==> src/include/smfw_pkg.sv <==
//Contract
//- Remote mode requests accepted only with selector at remote position.
//- From remote stop: run or debug allowed, pause refused.
//- From remote run: pause or stop allowed, debug refused.
//- From remote pause: run or stop allowed, debug refused.
//- From debug: only remote stop allowed.
//- Diagnosis fault at power-up or runtime halts program execution.
//- Watchdog interval is a software-set value, not a constant.
//- Watchdog restarts when end-of-scan processing finishes.
//- Watchdog times out if scan end not reached within interval.
//- On timeout: outputs off, fault indicator blinks, running indicator off.
//- Kick instruction restarts watchdog count mid-scan.
//- The first error writes its code into the system error flag; later errors leave that code in place until reset.
//- All-outputs-off command beats forced output values.
//- Every input and output bit has own force enable and value.
//- Per-bit forcing acts only while global force enable is set.
//- One global enable bit, two blocks of 64 sixteen-bit words, readable.
//- Input refresh replaces force-enabled bits before writing input image.
//- Output refresh forces physical outputs only, output image untouched.
//- Force settings survive power cycle, mode change and reset.
//- Entering stop mode does not clear force settings.
//- Direct refresh moves inputs or outputs at once, mid-scan.
`default_nettype none
package smfw_pkg;
  localparam int CLK_PERIOD_NS = 10;
  localparam int WDT_TICK_US   = 1000;
  localparam int WDT_TICK_CYC  = WDT_TICK_US * 1000 / CLK_PERIOD_NS;
  localparam int BLINK_MS      = 500;
  localparam int BLINK_CYC     = BLINK_MS * 1000000 / CLK_PERIOD_NS;

  localparam logic [11:0] OFS_CTRL     = 12'h000;
  localparam logic [11:0] OFS_MODE_REQ = 12'h004;
  localparam logic [11:0] OFS_STATUS   = 12'h008;
  localparam logic [11:0] OFS_WDT_LIM  = 12'h00C;
  localparam logic [11:0] OFS_SYS_ERR  = 12'h010;
  localparam logic [3:0]  PAGE_FEN     = 4'h1;
  localparam logic [3:0]  PAGE_FVAL    = 4'h2;

  localparam int CTRL_GFE_BIT   = 0;
  localparam int CTRL_CLR_EN    = 1;
  localparam int CTRL_CLR_VAL   = 2;
  localparam int ST_HALT_BIT    = 8;
  localparam int ST_ACC_BIT     = 9;
  localparam int ST_REJ_BIT     = 10;
  localparam int ST_WDT_BIT     = 11;

  localparam int FORCE_WORDS = 64;
  localparam int IO_WORDS    = 4;
  localparam int IN_WORD0    = 0;
  localparam int OUT_WORD0   = 4;
  localparam int IO_BITS     = 64;

  localparam logic [15:0] WDT_LIM_RST = 16'h00C8;
  localparam logic [15:0] ERR_NONE    = 16'h0000;
  localparam logic [15:0] ERR_WDT     = 16'h0011;
  localparam logic [15:0] ERR_DIAG    = 16'h0012;

  localparam logic [1:0] SEL_RUN    = 2'h0;
  localparam logic [1:0] SEL_STOP   = 2'h1;
  localparam logic [1:0] SEL_PAUREM = 2'h2;

  localparam logic [1:0] REQ_STOP  = 2'h0;
  localparam logic [1:0] REQ_RUN   = 2'h1;
  localparam logic [1:0] REQ_PAUSE = 2'h2;
  localparam logic [1:0] REQ_DEBUG = 2'h3;

  typedef enum logic [6:0] {
    M_LSTOP  = 7'h01,
    M_LRUN   = 7'h02,
    M_LPAUSE = 7'h04,
    M_RSTOP  = 7'h08,
    M_RRUN   = 7'h10,
    M_RPAUSE = 7'h20,
    M_DEBUG  = 7'h40
  } smfw_mode_t;
endpackage
`default_nettype wire

==> src/smfw_top.sv <==
// Decided for this implementation: the address map and the AHB-Lite interface to the registers.
`default_nettype none
module smfw_top #(
  parameter int WDT_TICK_CYC = smfw_pkg::WDT_TICK_CYC,
  parameter int BLINK_CYC    = smfw_pkg::BLINK_CYC
) (
  input  wire logic        core_clk,        // 100 MHz scan clock
  input  wire logic        nrst,            // Sync reset, active low
  input  wire logic        hsel,            // AHB slave select
  input  wire logic [31:0] haddr,           // AHB address
  input  wire logic [1:0]  htrans,          // AHB transfer type
  input  wire logic        hwrite,          // AHB write
  input  wire logic [2:0]  hsize,           // AHB size, word only
  input  wire logic [31:0] hwdata,          // AHB write data
  input  wire logic        hready,          // AHB bus ready
  output logic      [31:0] hrdata,          // AHB read data
  output logic             hreadyout,       // AHB slave ready
  output logic             hresp,           // AHB response, OKAY
  input  wire logic [1:0]  selector_pos,    // Mode switch pins
  input  wire logic        diag_fault,      // Self-check fault pin
  input  wire logic        backup_invalid,  // Retention memory lost
  input  wire logic        scan_start,      // End-of-scan done pulse
  input  wire logic        watchdog_kick_instruction,   // Kick pulse
  input  wire logic        direct_refresh_instruction,  // Pulse
  input  wire logic        direct_refresh_dir,          // 1 out, 0 in
  input  wire logic        all_outputs_off_command,     // Level
  input  wire logic        input_refresh,   // Input refresh pulse
  input  wire logic        output_refresh,  // Output refresh pulse
  input  wire logic [63:0] field_in,        // Physical input pins
  input  wire logic [63:0] out_image,       // Output image from core
  output logic      [63:0] in_image,        // Input image to core
  output logic      [63:0] field_out,       // Physical output pins
  output logic             program_enable,  // Program may execute
  output logic      [6:0]  op_mode,         // One-hot operating mode
  output logic             fault_indicator, // Blinks while halted
  output logic             running_indicator // On while running
);
  ////////////////////////////////////////////////////////////////////////
  function automatic logic [63:0] force_mix(input logic [63:0] raw,
                                            input logic [63:0] en,
                                            input logic [63:0] val,
                                            input logic        gfe);
    force_mix = gfe ? ((raw & ~en) | (val & en)) : raw;
  endfunction

  function automatic logic req_legal(input smfw_pkg::smfw_mode_t m,
                                     input logic [1:0] t);
    req_legal = 1'b0;
    case (m)
      smfw_pkg::M_RSTOP:  req_legal = (t == smfw_pkg::REQ_RUN) ||
                                      (t == smfw_pkg::REQ_DEBUG);
      smfw_pkg::M_RRUN:   req_legal = (t == smfw_pkg::REQ_PAUSE) ||
                                      (t == smfw_pkg::REQ_STOP);
      smfw_pkg::M_RPAUSE: req_legal = (t == smfw_pkg::REQ_RUN) ||
                                      (t == smfw_pkg::REQ_STOP);
      smfw_pkg::M_DEBUG:  req_legal = (t == smfw_pkg::REQ_STOP);
      default:            req_legal = 1'b0;
    endcase
  endfunction

  function automatic smfw_pkg::smfw_mode_t req_mode(input logic [1:0] t);
    case (t)
      smfw_pkg::REQ_RUN:   req_mode = smfw_pkg::M_RRUN;
      smfw_pkg::REQ_PAUSE: req_mode = smfw_pkg::M_RPAUSE;
      smfw_pkg::REQ_DEBUG: req_mode = smfw_pkg::M_DEBUG;
      default:             req_mode = smfw_pkg::M_RSTOP;
    endcase
  endfunction

  ////////////////////////////////////////////////////////////////////////
  // Pin synchronisers
  logic [1:0] sel_s1_r, sel_s2_r, sel_prev_r;
  logic       diag_s1_r, diag_s2_r, binv_s1_r, binv_s2_r;
  logic [63:0] fin_s1_r, fin_s2_r;

  always_ff @(posedge core_clk) begin
    if (!nrst) begin
      sel_s1_r  <= smfw_pkg::SEL_STOP;
      sel_s2_r  <= smfw_pkg::SEL_STOP;
      diag_s1_r <= 1'b0;
      diag_s2_r <= 1'b0;
      binv_s1_r <= 1'b0;
      binv_s2_r <= 1'b0;
      fin_s1_r  <= 64'h0;
      fin_s2_r  <= 64'h0;
    end else begin
      sel_s1_r  <= selector_pos;
      sel_s2_r  <= sel_s1_r;
      diag_s1_r <= diag_fault;
      diag_s2_r <= diag_s1_r;
      binv_s1_r <= backup_invalid;
      binv_s2_r <= binv_s1_r;
      fin_s1_r  <= field_in;
      fin_s2_r  <= fin_s1_r;
    end
  end

  ////////////////////////////////////////////////////////////////////////
  // AHB-Lite slave, zero wait states; read data latched in address phase
  logic        ap_wr_r;
  logic [11:0] ap_addr_r;
  logic [31:0] hrdata_r;
  wire         ap_valid = hsel & htrans[1] & hready;
  wire  [11:0] ra       = haddr[11:0];
  wire         wr_ctrl  = ap_wr_r && (ap_addr_r == smfw_pkg::OFS_CTRL);
  wire         wr_req   = ap_wr_r && (ap_addr_r == smfw_pkg::OFS_MODE_REQ);
  wire         wr_stat  = ap_wr_r && (ap_addr_r == smfw_pkg::OFS_STATUS);
  wire         wr_lim   = ap_wr_r && (ap_addr_r == smfw_pkg::OFS_WDT_LIM);
  wire         wr_fen   = ap_wr_r && (ap_addr_r[11:8] == smfw_pkg::PAGE_FEN);
  wire         wr_fval  = ap_wr_r &&
                          (ap_addr_r[11:8] == smfw_pkg::PAGE_FVAL);

  always_ff @(posedge core_clk) begin
    if (!nrst) begin
      ap_wr_r   <= 1'b0;
      ap_addr_r <= 12'h000;
    end else begin
      ap_wr_r   <= ap_valid & hwrite;
      ap_addr_r <= ra;
    end
  end

  assign hreadyout = 1'b1;
  assign hresp     = 1'b0;
  assign hrdata    = hrdata_r;

  ////////////////////////////////////////////////////////////////////////
  // Force storage: battery-backed, so nrst leaves it alone
  logic [15:0] fen_mem [smfw_pkg::FORCE_WORDS];
  logic [15:0] fval_mem [smfw_pkg::FORCE_WORDS];
  logic        gfe_r;

  always_ff @(posedge core_clk) begin
    if (binv_s2_r) begin
      gfe_r <= 1'b0;
    end else if (wr_ctrl) begin
      gfe_r <= hwdata[smfw_pkg::CTRL_GFE_BIT];
    end
  end

  always_ff @(posedge core_clk) begin
    for (int i = 0; i < smfw_pkg::FORCE_WORDS; i++) begin
      if (binv_s2_r || (wr_ctrl && hwdata[smfw_pkg::CTRL_CLR_EN])) begin
        fen_mem[i] <= 16'h0000;
      end else if (wr_fen && (ap_addr_r[7:2] == 6'(i))) begin
        fen_mem[i] <= hwdata[15:0];
      end
      if (binv_s2_r || (wr_ctrl && hwdata[smfw_pkg::CTRL_CLR_VAL])) begin
        fval_mem[i] <= 16'h0000;
      end else if (wr_fval && (ap_addr_r[7:2] == 6'(i))) begin
        fval_mem[i] <= hwdata[15:0];
      end
    end
  end

  logic [63:0] in_fen, in_fval, out_fen, out_fval;
  for (genvar g = 0; g < smfw_pkg::IO_WORDS; g++) begin : g_pack
    assign in_fen[16*g +: 16]   = fen_mem[smfw_pkg::IN_WORD0 + g];
    assign in_fval[16*g +: 16]  = fval_mem[smfw_pkg::IN_WORD0 + g];
    assign out_fen[16*g +: 16]  = fen_mem[smfw_pkg::OUT_WORD0 + g];
    assign out_fval[16*g +: 16] = fval_mem[smfw_pkg::OUT_WORD0 + g];
  end

  ////////////////////////////////////////////////////////////////////////
  // Operating mode
  smfw_pkg::smfw_mode_t mode_r, mode_nxt;
  logic        halted_r, wdt_err_r, req_acc_r, req_rej_r;
  logic [15:0] wdt_lim_r, sys_err_r;
  wire         sel_chg   = (sel_s2_r != sel_prev_r);
  wire         remote_ok = (sel_s2_r == smfw_pkg::SEL_PAUREM) &&
                           (mode_r inside {smfw_pkg::M_RSTOP,
                            smfw_pkg::M_RRUN, smfw_pkg::M_RPAUSE,
                            smfw_pkg::M_DEBUG});
  wire         req_take  = wr_req && remote_ok && !sel_chg &&
                           req_legal(mode_r, hwdata[1:0]);

  always_comb begin
    mode_nxt = mode_r;
    if (sel_chg) begin
      case (sel_s2_r)
        smfw_pkg::SEL_RUN:  mode_nxt = smfw_pkg::M_LRUN;
        smfw_pkg::SEL_STOP: mode_nxt = smfw_pkg::M_LSTOP;
        default: mode_nxt = (sel_prev_r == smfw_pkg::SEL_STOP) ?
                            smfw_pkg::M_RSTOP : smfw_pkg::M_LPAUSE;
      endcase
    end else if (req_take) begin
      mode_nxt = req_mode(hwdata[1:0]);
    end
  end

  always_ff @(posedge core_clk) begin
    if (!nrst) begin
      mode_r     <= smfw_pkg::M_LSTOP;
      sel_prev_r <= smfw_pkg::SEL_STOP;
    end else begin
      mode_r     <= mode_nxt;
      sel_prev_r <= sel_s2_r;
    end
  end

  // A request racing a status clear keeps its flag: set beats clear
  always_ff @(posedge core_clk) begin
    if (!nrst) begin
      req_acc_r <= 1'b0;
      req_rej_r <= 1'b0;
    end else begin
      req_acc_r <= (wr_req && req_take) ||
                   (req_acc_r && !(wr_stat && hwdata[smfw_pkg::ST_ACC_BIT]));
      req_rej_r <= (wr_req && !req_take) ||
                   (req_rej_r && !(wr_stat && hwdata[smfw_pkg::ST_REJ_BIT]));
    end
  end

  ////////////////////////////////////////////////////////////////////////
  // Watchdog: millisecond prescaler plus software-set tick limit
  logic [31:0] pre_r;
  logic [15:0] wdt_cnt_r;
  wire running   = (mode_r inside {smfw_pkg::M_LRUN, smfw_pkg::M_RRUN,
                                   smfw_pkg::M_DEBUG}) && !halted_r;
  wire wdt_rst   = scan_start | watchdog_kick_instruction | !running;
  wire tick      = (pre_r == 32'(WDT_TICK_CYC - 1));
  wire wdt_trip  = running && !wdt_rst && tick &&
                   (wdt_cnt_r + 16'h0001 >= wdt_lim_r);
  wire diag_trip = diag_s2_r && !halted_r;

  always_ff @(posedge core_clk) begin
    if (!nrst || wdt_rst) begin
      pre_r     <= 32'h0;
      wdt_cnt_r <= 16'h0000;
    end else if (tick) begin
      pre_r     <= 32'h0;
      wdt_cnt_r <= wdt_cnt_r + 16'h0001;
    end else begin
      pre_r     <= pre_r + 32'h1;
    end
  end

  always_ff @(posedge core_clk) begin
    if (!nrst) begin
      wdt_lim_r <= smfw_pkg::WDT_LIM_RST;
    end else if (wr_lim && (hwdata[15:0] != 16'h0000)) begin
      wdt_lim_r <= hwdata[15:0];
    end
  end

  // Fault latches until reset; first cause wins the error code
  always_ff @(posedge core_clk) begin
    if (!nrst) begin
      halted_r  <= 1'b0;
      wdt_err_r <= 1'b0;
      sys_err_r <= smfw_pkg::ERR_NONE;
    end else if (!halted_r && (wdt_trip || diag_trip)) begin
      halted_r  <= 1'b1;
      wdt_err_r <= wdt_trip;
      sys_err_r <= wdt_trip ? smfw_pkg::ERR_WDT : smfw_pkg::ERR_DIAG;
    end
  end

  ////////////////////////////////////////////////////////////////////////
  // Indicators
  logic [31:0] blink_cnt_r;
  logic        blink_r;
  always_ff @(posedge core_clk) begin
    if (!nrst || !halted_r) begin
      blink_cnt_r <= 32'h0;
      blink_r     <= 1'b1;
    end else if (blink_cnt_r == 32'(BLINK_CYC - 1)) begin
      blink_cnt_r <= 32'h0;
      blink_r     <= ~blink_r;
    end else begin
      blink_cnt_r <= blink_cnt_r + 32'h1;
    end
  end

  assign fault_indicator   = halted_r & blink_r;
  assign running_indicator = running;
  assign program_enable    = running;
  assign op_mode           = mode_r;

  ////////////////////////////////////////////////////////////////////////
  // Image refresh with forcing
  logic [63:0] in_image_r, field_out_r;
  wire  [63:0] in_forced  = force_mix(fin_s2_r, in_fen, in_fval, gfe_r);
  wire  [63:0] out_forced = force_mix(out_image, out_fen, out_fval, gfe_r);
  // A trip cuts the outputs on the same edge that latches the halt
  wire         outs_off   = all_outputs_off_command | halted_r |
                            wdt_trip | diag_trip;
  wire         do_in      = input_refresh |
                            (direct_refresh_instruction & ~direct_refresh_dir);
  wire         do_out     = output_refresh |
                            (direct_refresh_instruction & direct_refresh_dir);

  always_ff @(posedge core_clk) begin
    if (!nrst) begin
      in_image_r <= 64'h0;
    end else if (do_in) begin
      in_image_r <= in_forced;
    end
  end

  always_ff @(posedge core_clk) begin
    if (!nrst || outs_off) begin
      field_out_r <= 64'h0;
    end else if (do_out) begin
      field_out_r <= out_forced;
    end
  end

  assign in_image  = in_image_r;
  assign field_out = field_out_r;

  ////////////////////////////////////////////////////////////////////////
  // Register read mux
  wire [31:0] stat_word = {20'h0, wdt_err_r, req_rej_r, req_acc_r,
                           halted_r, 1'b0, mode_r};
  wire [31:0] rd_word =
    (ra == smfw_pkg::OFS_CTRL)        ? {31'h0, gfe_r} :
    (ra == smfw_pkg::OFS_STATUS)      ? stat_word :
    (ra == smfw_pkg::OFS_WDT_LIM)     ? {16'h0, wdt_lim_r} :
    (ra == smfw_pkg::OFS_SYS_ERR)     ? {16'h0, sys_err_r} :
    (ra[11:8] == smfw_pkg::PAGE_FEN)  ? {16'h0, fen_mem[ra[7:2]]} :
    (ra[11:8] == smfw_pkg::PAGE_FVAL) ? {16'h0, fval_mem[ra[7:2]]} :
                                        32'h0;

  always_ff @(posedge core_clk) begin
    if (!nrst) begin
      hrdata_r <= 32'h0;
    end else if (ap_valid && !hwrite) begin
      hrdata_r <= rd_word;
    end
  end
endmodule
`default_nettype wire

==> config.mk <==
export PLATFORM = sky130hd
export DESIGN_NAME = smfw_top
export DESIGN_NICKNAME = d
export VERILOG_FILES = /design/src/include/smfw_pkg.sv /design/src/smfw_top.sv
export SDC_FILE = /design/constraint.sdc
export NUM_CORES = 2
export LEC_CHECK = 0
export ABC_AREA = 1
export BUFFER_PORTS_ARGS = -buffer_cell sky130_fd_sc_hd__buf_2
export CORE_MARGIN = 2
export CORE_UTILIZATION = 35
export CTS_BUF_LIST = sky130_fd_sc_hd__clkbuf_4 sky130_fd_sc_hd__clkbuf_8
export CTS_CLUSTER_DIAMETER = 40
export DETAILED_ROUTE_END_ITERATION = 10
export GPL_ROUTABILITY_DRIVEN = 1
export GPL_TIMING_DRIVEN = 1
export REMOVE_ABC_BUFFERS = 1
export SLEW_MARGIN = 10
export SYNTH_ARGS = -nofsm -noshare
export SYNTH_HDL_FRONTEND = slang
export SYNTH_SLANG_ARGS = --single-unit
export TNS_END_PERCENT = 50
==> constraint.sdc <==
create_clock -name core_clk -period 6.2 [get_ports core_clk]
set_input_delay 1.55 -clock core_clk [delete_from_list [all_inputs] [get_ports core_clk]]
set_output_delay 1.55 -clock core_clk [all_outputs]
set_load 0.1 [all_outputs]
## Word-level counts from Yosys, hierarchy flattened

Memories as Yosys holds them, arrays and structs flattened.
Index checks and enable logic that the tools add are counted.

- Add/sub/neg operators: 3
- Magnitude comparators: 1
- Eq/ne operators: 87
- Muxes and demuxes: 531
- Bitwise gates (word level): 151
- Reductions and logical operators: 185

Operators by type and width:

| kind | count |
|---|---|
| two-way mux 16 bit | 134 |
| two-way mux 1 bit | 388 |
| AND 64 bit | 4 |
| == test 6 bit (second input constant) | 32 |
| logical AND 1 bit | 154 |
| OR 1 bit | 135 |
| two-way mux 64 bit | 2 |
| inverter 64 bit | 2 |
| OR 64 bit | 2 |
| == test 6 x 5 -> 1 bit (second input constant) | 16 |
| adder 32 x 1 -> 32 bit (second input constant) | 2 |
| == test 12 x 4 -> 1 bit (second input constant) | 4 |
| == test 6 x 4 -> 1 bit (second input constant) | 8 |
| == test 32 x 17 -> 1 bit (second input constant) | 1 |
| == test 32 x 26 -> 1 bit (second input constant) | 1 |
| == test 6 x 3 -> 1 bit (second input constant) | 4 |
| zero test 12 bit | 2 |
| case mux 7 bit (3 select lines) | 1 |
| adder 16 x 1 -> 16 bit (second input constant) | 1 |
| >= comparator 16 bit | 1 |
| nonzero test 16 bit | 1 |
| two-way mux 7 bit | 2 |
| == test 12 x 3 -> 1 bit (second input constant) | 1 |
| == test 12 x 5 -> 1 bit (second input constant) | 1 |
| 26 further kinds | 59 |

- Register bits: 436
- RAM bits: 2,048
- Input port bits: 213
- Output and inout port bits: 172
- Logic and storage cells: 986
- Memories: 2

Memories:

| memory | depth | bits a word | rd ports | clocked after Yosys merged registers in | wr ports | RTL line | RTL |
|---|---|---|---|---|---|---|---|
| fen_mem | 64 | 16 | 9 | 0 | 64 | smfw_top.sv:129 | `logic [15:0] fen_mem [smfw_pkg::FORCE_WORDS];` |
| fval_mem | 64 | 16 | 9 | 0 | 64 | smfw_top.sv:130 | `logic [15:0] fval_mem [smfw_pkg::FORCE_WORDS];` |

## Logic depth before layout (Yosys ltp)

- Depth in word-level cells: 12
- Gate-level depth with buffers: 21
- Gate-level depth less buffers: 19

## Least setup slack after synthesis

OpenSTA, ideal clock, no wires.

- Path kind: register to output
- Start point: register mode_r[1], in the netlist op_mode[1]
- End point: output port running_indicator
- Arrival time: 2.517 ns
- Path slack: 2.133 ns
- Stages on the path, launching flop included: 6
- Buffers on the path: 1
- Path through: dfxtp_1 inv_1 o311ai_1 nand2_1 inv_1 buf_4

- Longest elaborated chain between the ends: 3

RTL lines:

| item | RTL line | RTL |
|---|---|---|
| from (decl) | smfw_top.sv:166 | `smfw_pkg::smfw_mode_t mode_r, mode_nxt;` |
| from (signal assigned) | smfw_top.sv:193 | `mode_r <= smfw_pkg::M_LSTOP;` |
| from (signal assigned) | smfw_top.sv:196 | `mode_r <= mode_nxt;` |
| == test 7 x 2 -> 1 bit (tied with other cells) | smfw_top.sv:218 | `wire running = (mode_r inside {smfw_pkg::M_LRUN, smfw_pkg::M_RRUN,` |
| nonzero test 3 bit * | smfw_top.sv:218 |  |
| logical AND 1 bit * | smfw_top.sv:219 | `smfw_pkg::M_DEBUG}) && !halted_r;` |
| to (decl) | smfw_top.sv:36 | `output logic running_indicator` |

Mark *: on every way between the ends. The rest lies on a longest branch, timed or not.

## Worst setup path in the final report

- Start point: register wdt_cnt_r[0]
- End point: register field_out_r[11], in the netlist field_out[11]

- Longest elaborated chain between the ends: 6

RTL lines:

| item | RTL line | RTL |
|---|---|---|
| from (decl) | smfw_top.sv:217 | `logic [15:0] wdt_cnt_r;` |
| from (signal assigned) | smfw_top.sv:232 | `wdt_cnt_r <= wdt_cnt_r + 16'h0001;` |
| adder 16 x 1 -> 16 bit | smfw_top.sv:223 | `(wdt_cnt_r + 16'h0001 >= wdt_lim_r);` |
| >= comparator 16 bit | smfw_top.sv:223 |  |
| logical AND 1 bit | smfw_top.sv:222 | `wire wdt_trip = running && !wdt_rst && tick &&` |
| OR 1 bit | smfw_top.sv:286 | `wire outs_off = all_outputs_off_command \| halted_r \|` |
| OR 1 bit | smfw_top.sv:287 | `wdt_trip \| diag_trip;` |
| logical OR 1 bit | smfw_top.sv:302 | `if (!nrst \|\| outs_off) begin` |
| to (signal assigned) | smfw_top.sv:305 | `field_out_r <= out_forced;` |
| to (decl) | smfw_top.sv:282 | `logic [63:0] in_image_r, field_out_r;` |

No other way between the ends.
A chain may end at the register's enable or synchronous reset.

==> flow_summary.json <==
{
  "status": "complete, but fails checks",
  "worstHoldPathCells": 2,
  "die_w_um": 563,
  "p_clk_share_pct": 41.8,
  "cts_setup_buffers": 0,
  "synth_seq_cells": 2453,
  "multi_input_area_sq_um": 32700,
  "syn_to_final_growth_pct": 11.6,
  "pin_count": 385,
  "grt_max_degree": 186,
  "met2_usage_pct": 35.1,
  "antenna_left": 0,
  "path_max_fanout": 62,
  "grt_pass1_vias": 78187,
  "yosys_warnings": 0,
  "grt_use_met3_pct": 4.49,
  "startpoint_type": "flop",
  "seq_area_frac_synth_pct": 63.6,
  "synthTopCellsByArea": "edfxtp_1 56%, nor2_1 9.8%, nand2_1 7.8%, dfxtp_1 7.4%, nand3_1 2.4%",
  "vias": 84465,
  "synth.avg_cell_area_sq_um": 9.50,
  "skew_ns": 0.0985,
  "synth_edf_count": 2048,
  "gp_congestion": 0.909,
  "met1_usage_pct": 30.4,
  "yosys.area.top_type": "edfxtp_1",
  "setup_viol": 0,
  "power_w": 0.0355,
  "relSlewSlack_pct": 19.1,
  "drtPass1Iterations": 9,
  "min_to": "fin_s2_r[38]",
  "drt_iter0_drc": 10786,
  "ctsHoldBuffers": 0,
  "worst_ep_arrival_time_ns": 5.44,
  "initial_core_util_pct": 35.1,
  "period_needed_ns": 4.52,
  "min_period_over_period_pct": 72.9,
  "postCtsResizedCells": 0,
  "path_clk_slew_ns": 0.06,
  "drc": 1,
  "crit_required_ns": 7.12,
  "hold_viol": 0,
  "fmax_ghz": 0.221,
  "maxCapViolCount": 0,
  "hold_path_class": "flop to flop",
  "syn-cell-area_sq_um": 109000,
  "synthCells": 11521,
  "cts_tree": "done",
  "vdd_drop_max_mv": 0.212,
  "drive_gt1_share_pct": 11.7,
  "numCtsBuffers": 414,
  "synth_top_area_share_pct": 56.2,
  "leakagePower_nw": 51.9,
  "track_usage_pct": 22.8,
  "reg2reg_slack_ns": 1.68,
  "top_usage_layer": "met2",
  "die-area_sq_um": 317000,
  "dp_hpwl_um": 238000,
  "vias_per_cell": 5.27,
  "r2r-start": "wdt_cnt_r[0]",
  "dp.cells": 15273,
  "r2r-end": "field_out[11]",
  "drv_slew": 0,
  "intPower_w": 0.0264,
  "root_buffer": "clkbuf_8",
  "rsz0062_at_grt": "false",
  "switching_power_w": 0.00917,
  "clk_latency_ns": 1.04,
  "die_h_um": 563,
  "wirelength_um": 374000,
  "p_sw_share_pct": 25.8,
  "p_seq_share_pct": 50.4,
  "nFillCells": 30850,
  "htreeDepth": 5,
  "rows": 205,
  "register_area_sq_um": 69600,
  "worstMarginPinSlew_ns": 1.21,
  "ys_types": 54,
  "nNetsFinal": 11781,
  "antenna_found_initial": 14,
  "fp.coreArea_sq_um": 312000,
  "violations": "design-rule violations",
  "routedWlPerCell_um": 23.3,
  "clock_sinks": 2453,
  "postSynth.topFlopCell": "edfxtp_1",
  "cts_buffer_depth": 4,
  "final-instance-count-excl-fill": 16023,
  "grt_overflow": 0,
  "rr_worst_depth": 17,
  "hold_start": "fin_s1_r[38]",
  "combPwrFrac_pct": 7.8,
  "grt_pass1_wl_um": 536000,
  "power_density_nw_per_um2": 291,
  "async_reset_ff_share_pct": 0,
  "port_buffers": 326,
  "setup.worst_path.class": "flop to flop",
  "end_kind": "flop"
}
==> critical path, cell delays in order, from the launching register on <==
cell	delay, ns
dfxtp_1	0.42
ha_1	0.23
nand3_1	0.13
nor3_1	0.27
nand3_1	0.18
nor3_1	0.28
nand3_1	0.18
nor3_1	0.21
xor2_1	0.26
ha_1	0.28
nand2_1	0.07
o21ai_0	0.08
a21oi_1	0.14
o311ai_0	0.21
nand2_1	0.17
nand4_1	0.66
buf_12	0.47
nor2_1	0.13
==> per-stage QoR <==
stage	area (sq um)	setup WS, ns	setup TNS [ns]	hold slack, ns	utilization, %
final	122000	1.68	0	0.391	39.2
after global routing	122000	1.18	0	0.415	39.2
after CTS	122000	1.62	0	0.388	39.2
after detailed placement	114000	1.23	0	0.395	36.5
after global placement	114000	1.22	0	0.395	36.5
after floorplan	105000	-11.00	-174.92	0.390	-
==> metal layers <==
layer / part of all wire, % / wire (um)
met5: 0.0035 / 13
met2: 44 / 166000
met4: 6.0 / 22500
met3: 9.9 / 37100
met1: 40 / 149000
==> cells in the mapped netlist (all sizes together), types with 4 or more instances <==
library cell  number
dfxtp            405
ha                19
a22oi             68
nand4            164
xor2              19
a211oi             5
mux2i             64
nor2            2885
inv              797
nand3b             8
a22o               5
o21a               5
a21oi            394
o2111ai           26
o22ai             47
nor3              36
or2               83
nor3b              7
nor4              10
and3               4
o211ai           132
buf              461
edfxtp          2048
nand2           2264
clkbuf           423
a31oi             14
nand3            532
o21ai            493
o221ai            87
==> state kept, by name, indices dropped and copies added (netlist names), 2 cells and up <==
| signal | count |
|---|---|
| ap_addr_r | 12 |
| blink_cnt_r | 32 |
| fen_mem | 1024 |
| field_out | 64 |
| fin_s1_r | 64 |
| fin_s2_r | 64 |
| fval_mem | 1024 |
| hrdata | 16 |
| in_image | 64 |
| op_mode | 7 |
| pre_r | 32 |
| sel_prev_r | 2 |
| sel_s1_r | 2 |
| sel_s2_r | 2 |
| sys_err_r | 2 |
| wdt_cnt_r | 16 |
| wdt_lim_r | 16 |
==> how the worst max path moves through the flow <==
stage | endpoint | depth (start not counted) | slack [ns] | start
final | field_out[11] | 17 | 1.68 | wdt_cnt_r[0]
after global routing | field_out[1] | 17 | 1.18 | wdt_cnt_r[0]
after CTS | field_out[11] | 17 | 1.62 | wdt_cnt_r[0]
after detailed placement | hrdata[5] | 15 | 1.23 | haddr[2]
after global placement | hrdata[5] | 15 | 1.22 | haddr[2]
after floorplan | hrdata[4] | 7 | -11.00 | haddr[2]
==> power by group through the flow <==
stage / Combinational (W) / Clock, W / Sequential (W)
finish: 0.00277 / 0.0149 / 0.0179
global placement: 0.00272 / 0 / 0.0182
detailed placement: 0.00272 / 0 / 0.0182
floorplan: 0.00115 / 0 / 0.0186
global route: 0.00288 / 0.0157 / 0.0179
CTS: 0.00273 / 0.0149 / 0.0179
==> layout by cell type, fill, tap and decap left out, types with 26 or more instances in the layout <==
master | synthesis | layout
nand2_1 | 2262 | 2258
clkinv_2 | 0 | 42
nand4_1 | 163 | 163
clkbuf_8 | 0 | 454
inv_1 | 687 | 666
o221ai_1 | 87 | 87
nor2_1 | 2870 | 2868
a22oi_1 | 68 | 68
buf_12 | 0 | 34
o21ai_0 | 492 | 492
inv_2 | 110 | 110
mux2i_1 | 64 | 64
dfxtp_1 | 405 | 404
o22ai_1 | 47 | 47
o2111ai_1 | 26 | 26
buf_2 | 248 | 319
or2_2 | 82 | 82
buf_4 | 152 | 123
clkbuf_4 | 0 | 137
a21oi_1 | 394 | 394
nand3_1 | 530 | 530
nor3_1 | 35 | 33
o211ai_1 | 132 | 132
clkinv_1 | 2 | 80
edfxtp_1 | 2048 | 2048
==> cell type report <==
cell class | instances | share of cell area (%)
inverters | 799 | 2.54
clock buffers | 589 | 5.93
diodes | 5 | 0.0102
flip-flops and latches | 2453 | 56.9
clock inverters | 156 | 0.894
multi-input cells | 7401 | 26.8
repair buffers | 480 | 2.66
well taps | 4140 | 4.24
==> kinds of logic (layout without fill, tap and decap cells) <==
| family | count (synthesis) | after routing | share of synthesized area (%) |
|---|---|---|---|
| flops | 2453 | 2453 | 63.6 |
| simple gates | 5994 | 5994 | 21.9 |
| buf+inv | 1683 | 2024 | 6.65 |
| compound gates | 1284 | 1284 | 6.85 |
| other cells | 2 | 23 | 0.00686 |
| xor+xnor | 22 | 22 | 0.176 |
| mux | 64 | 64 | 0.585 |
| fa+ha+maj | 19 | 19 | 0.217 |
Note: power is estimated with default switching activity, not from simulation.
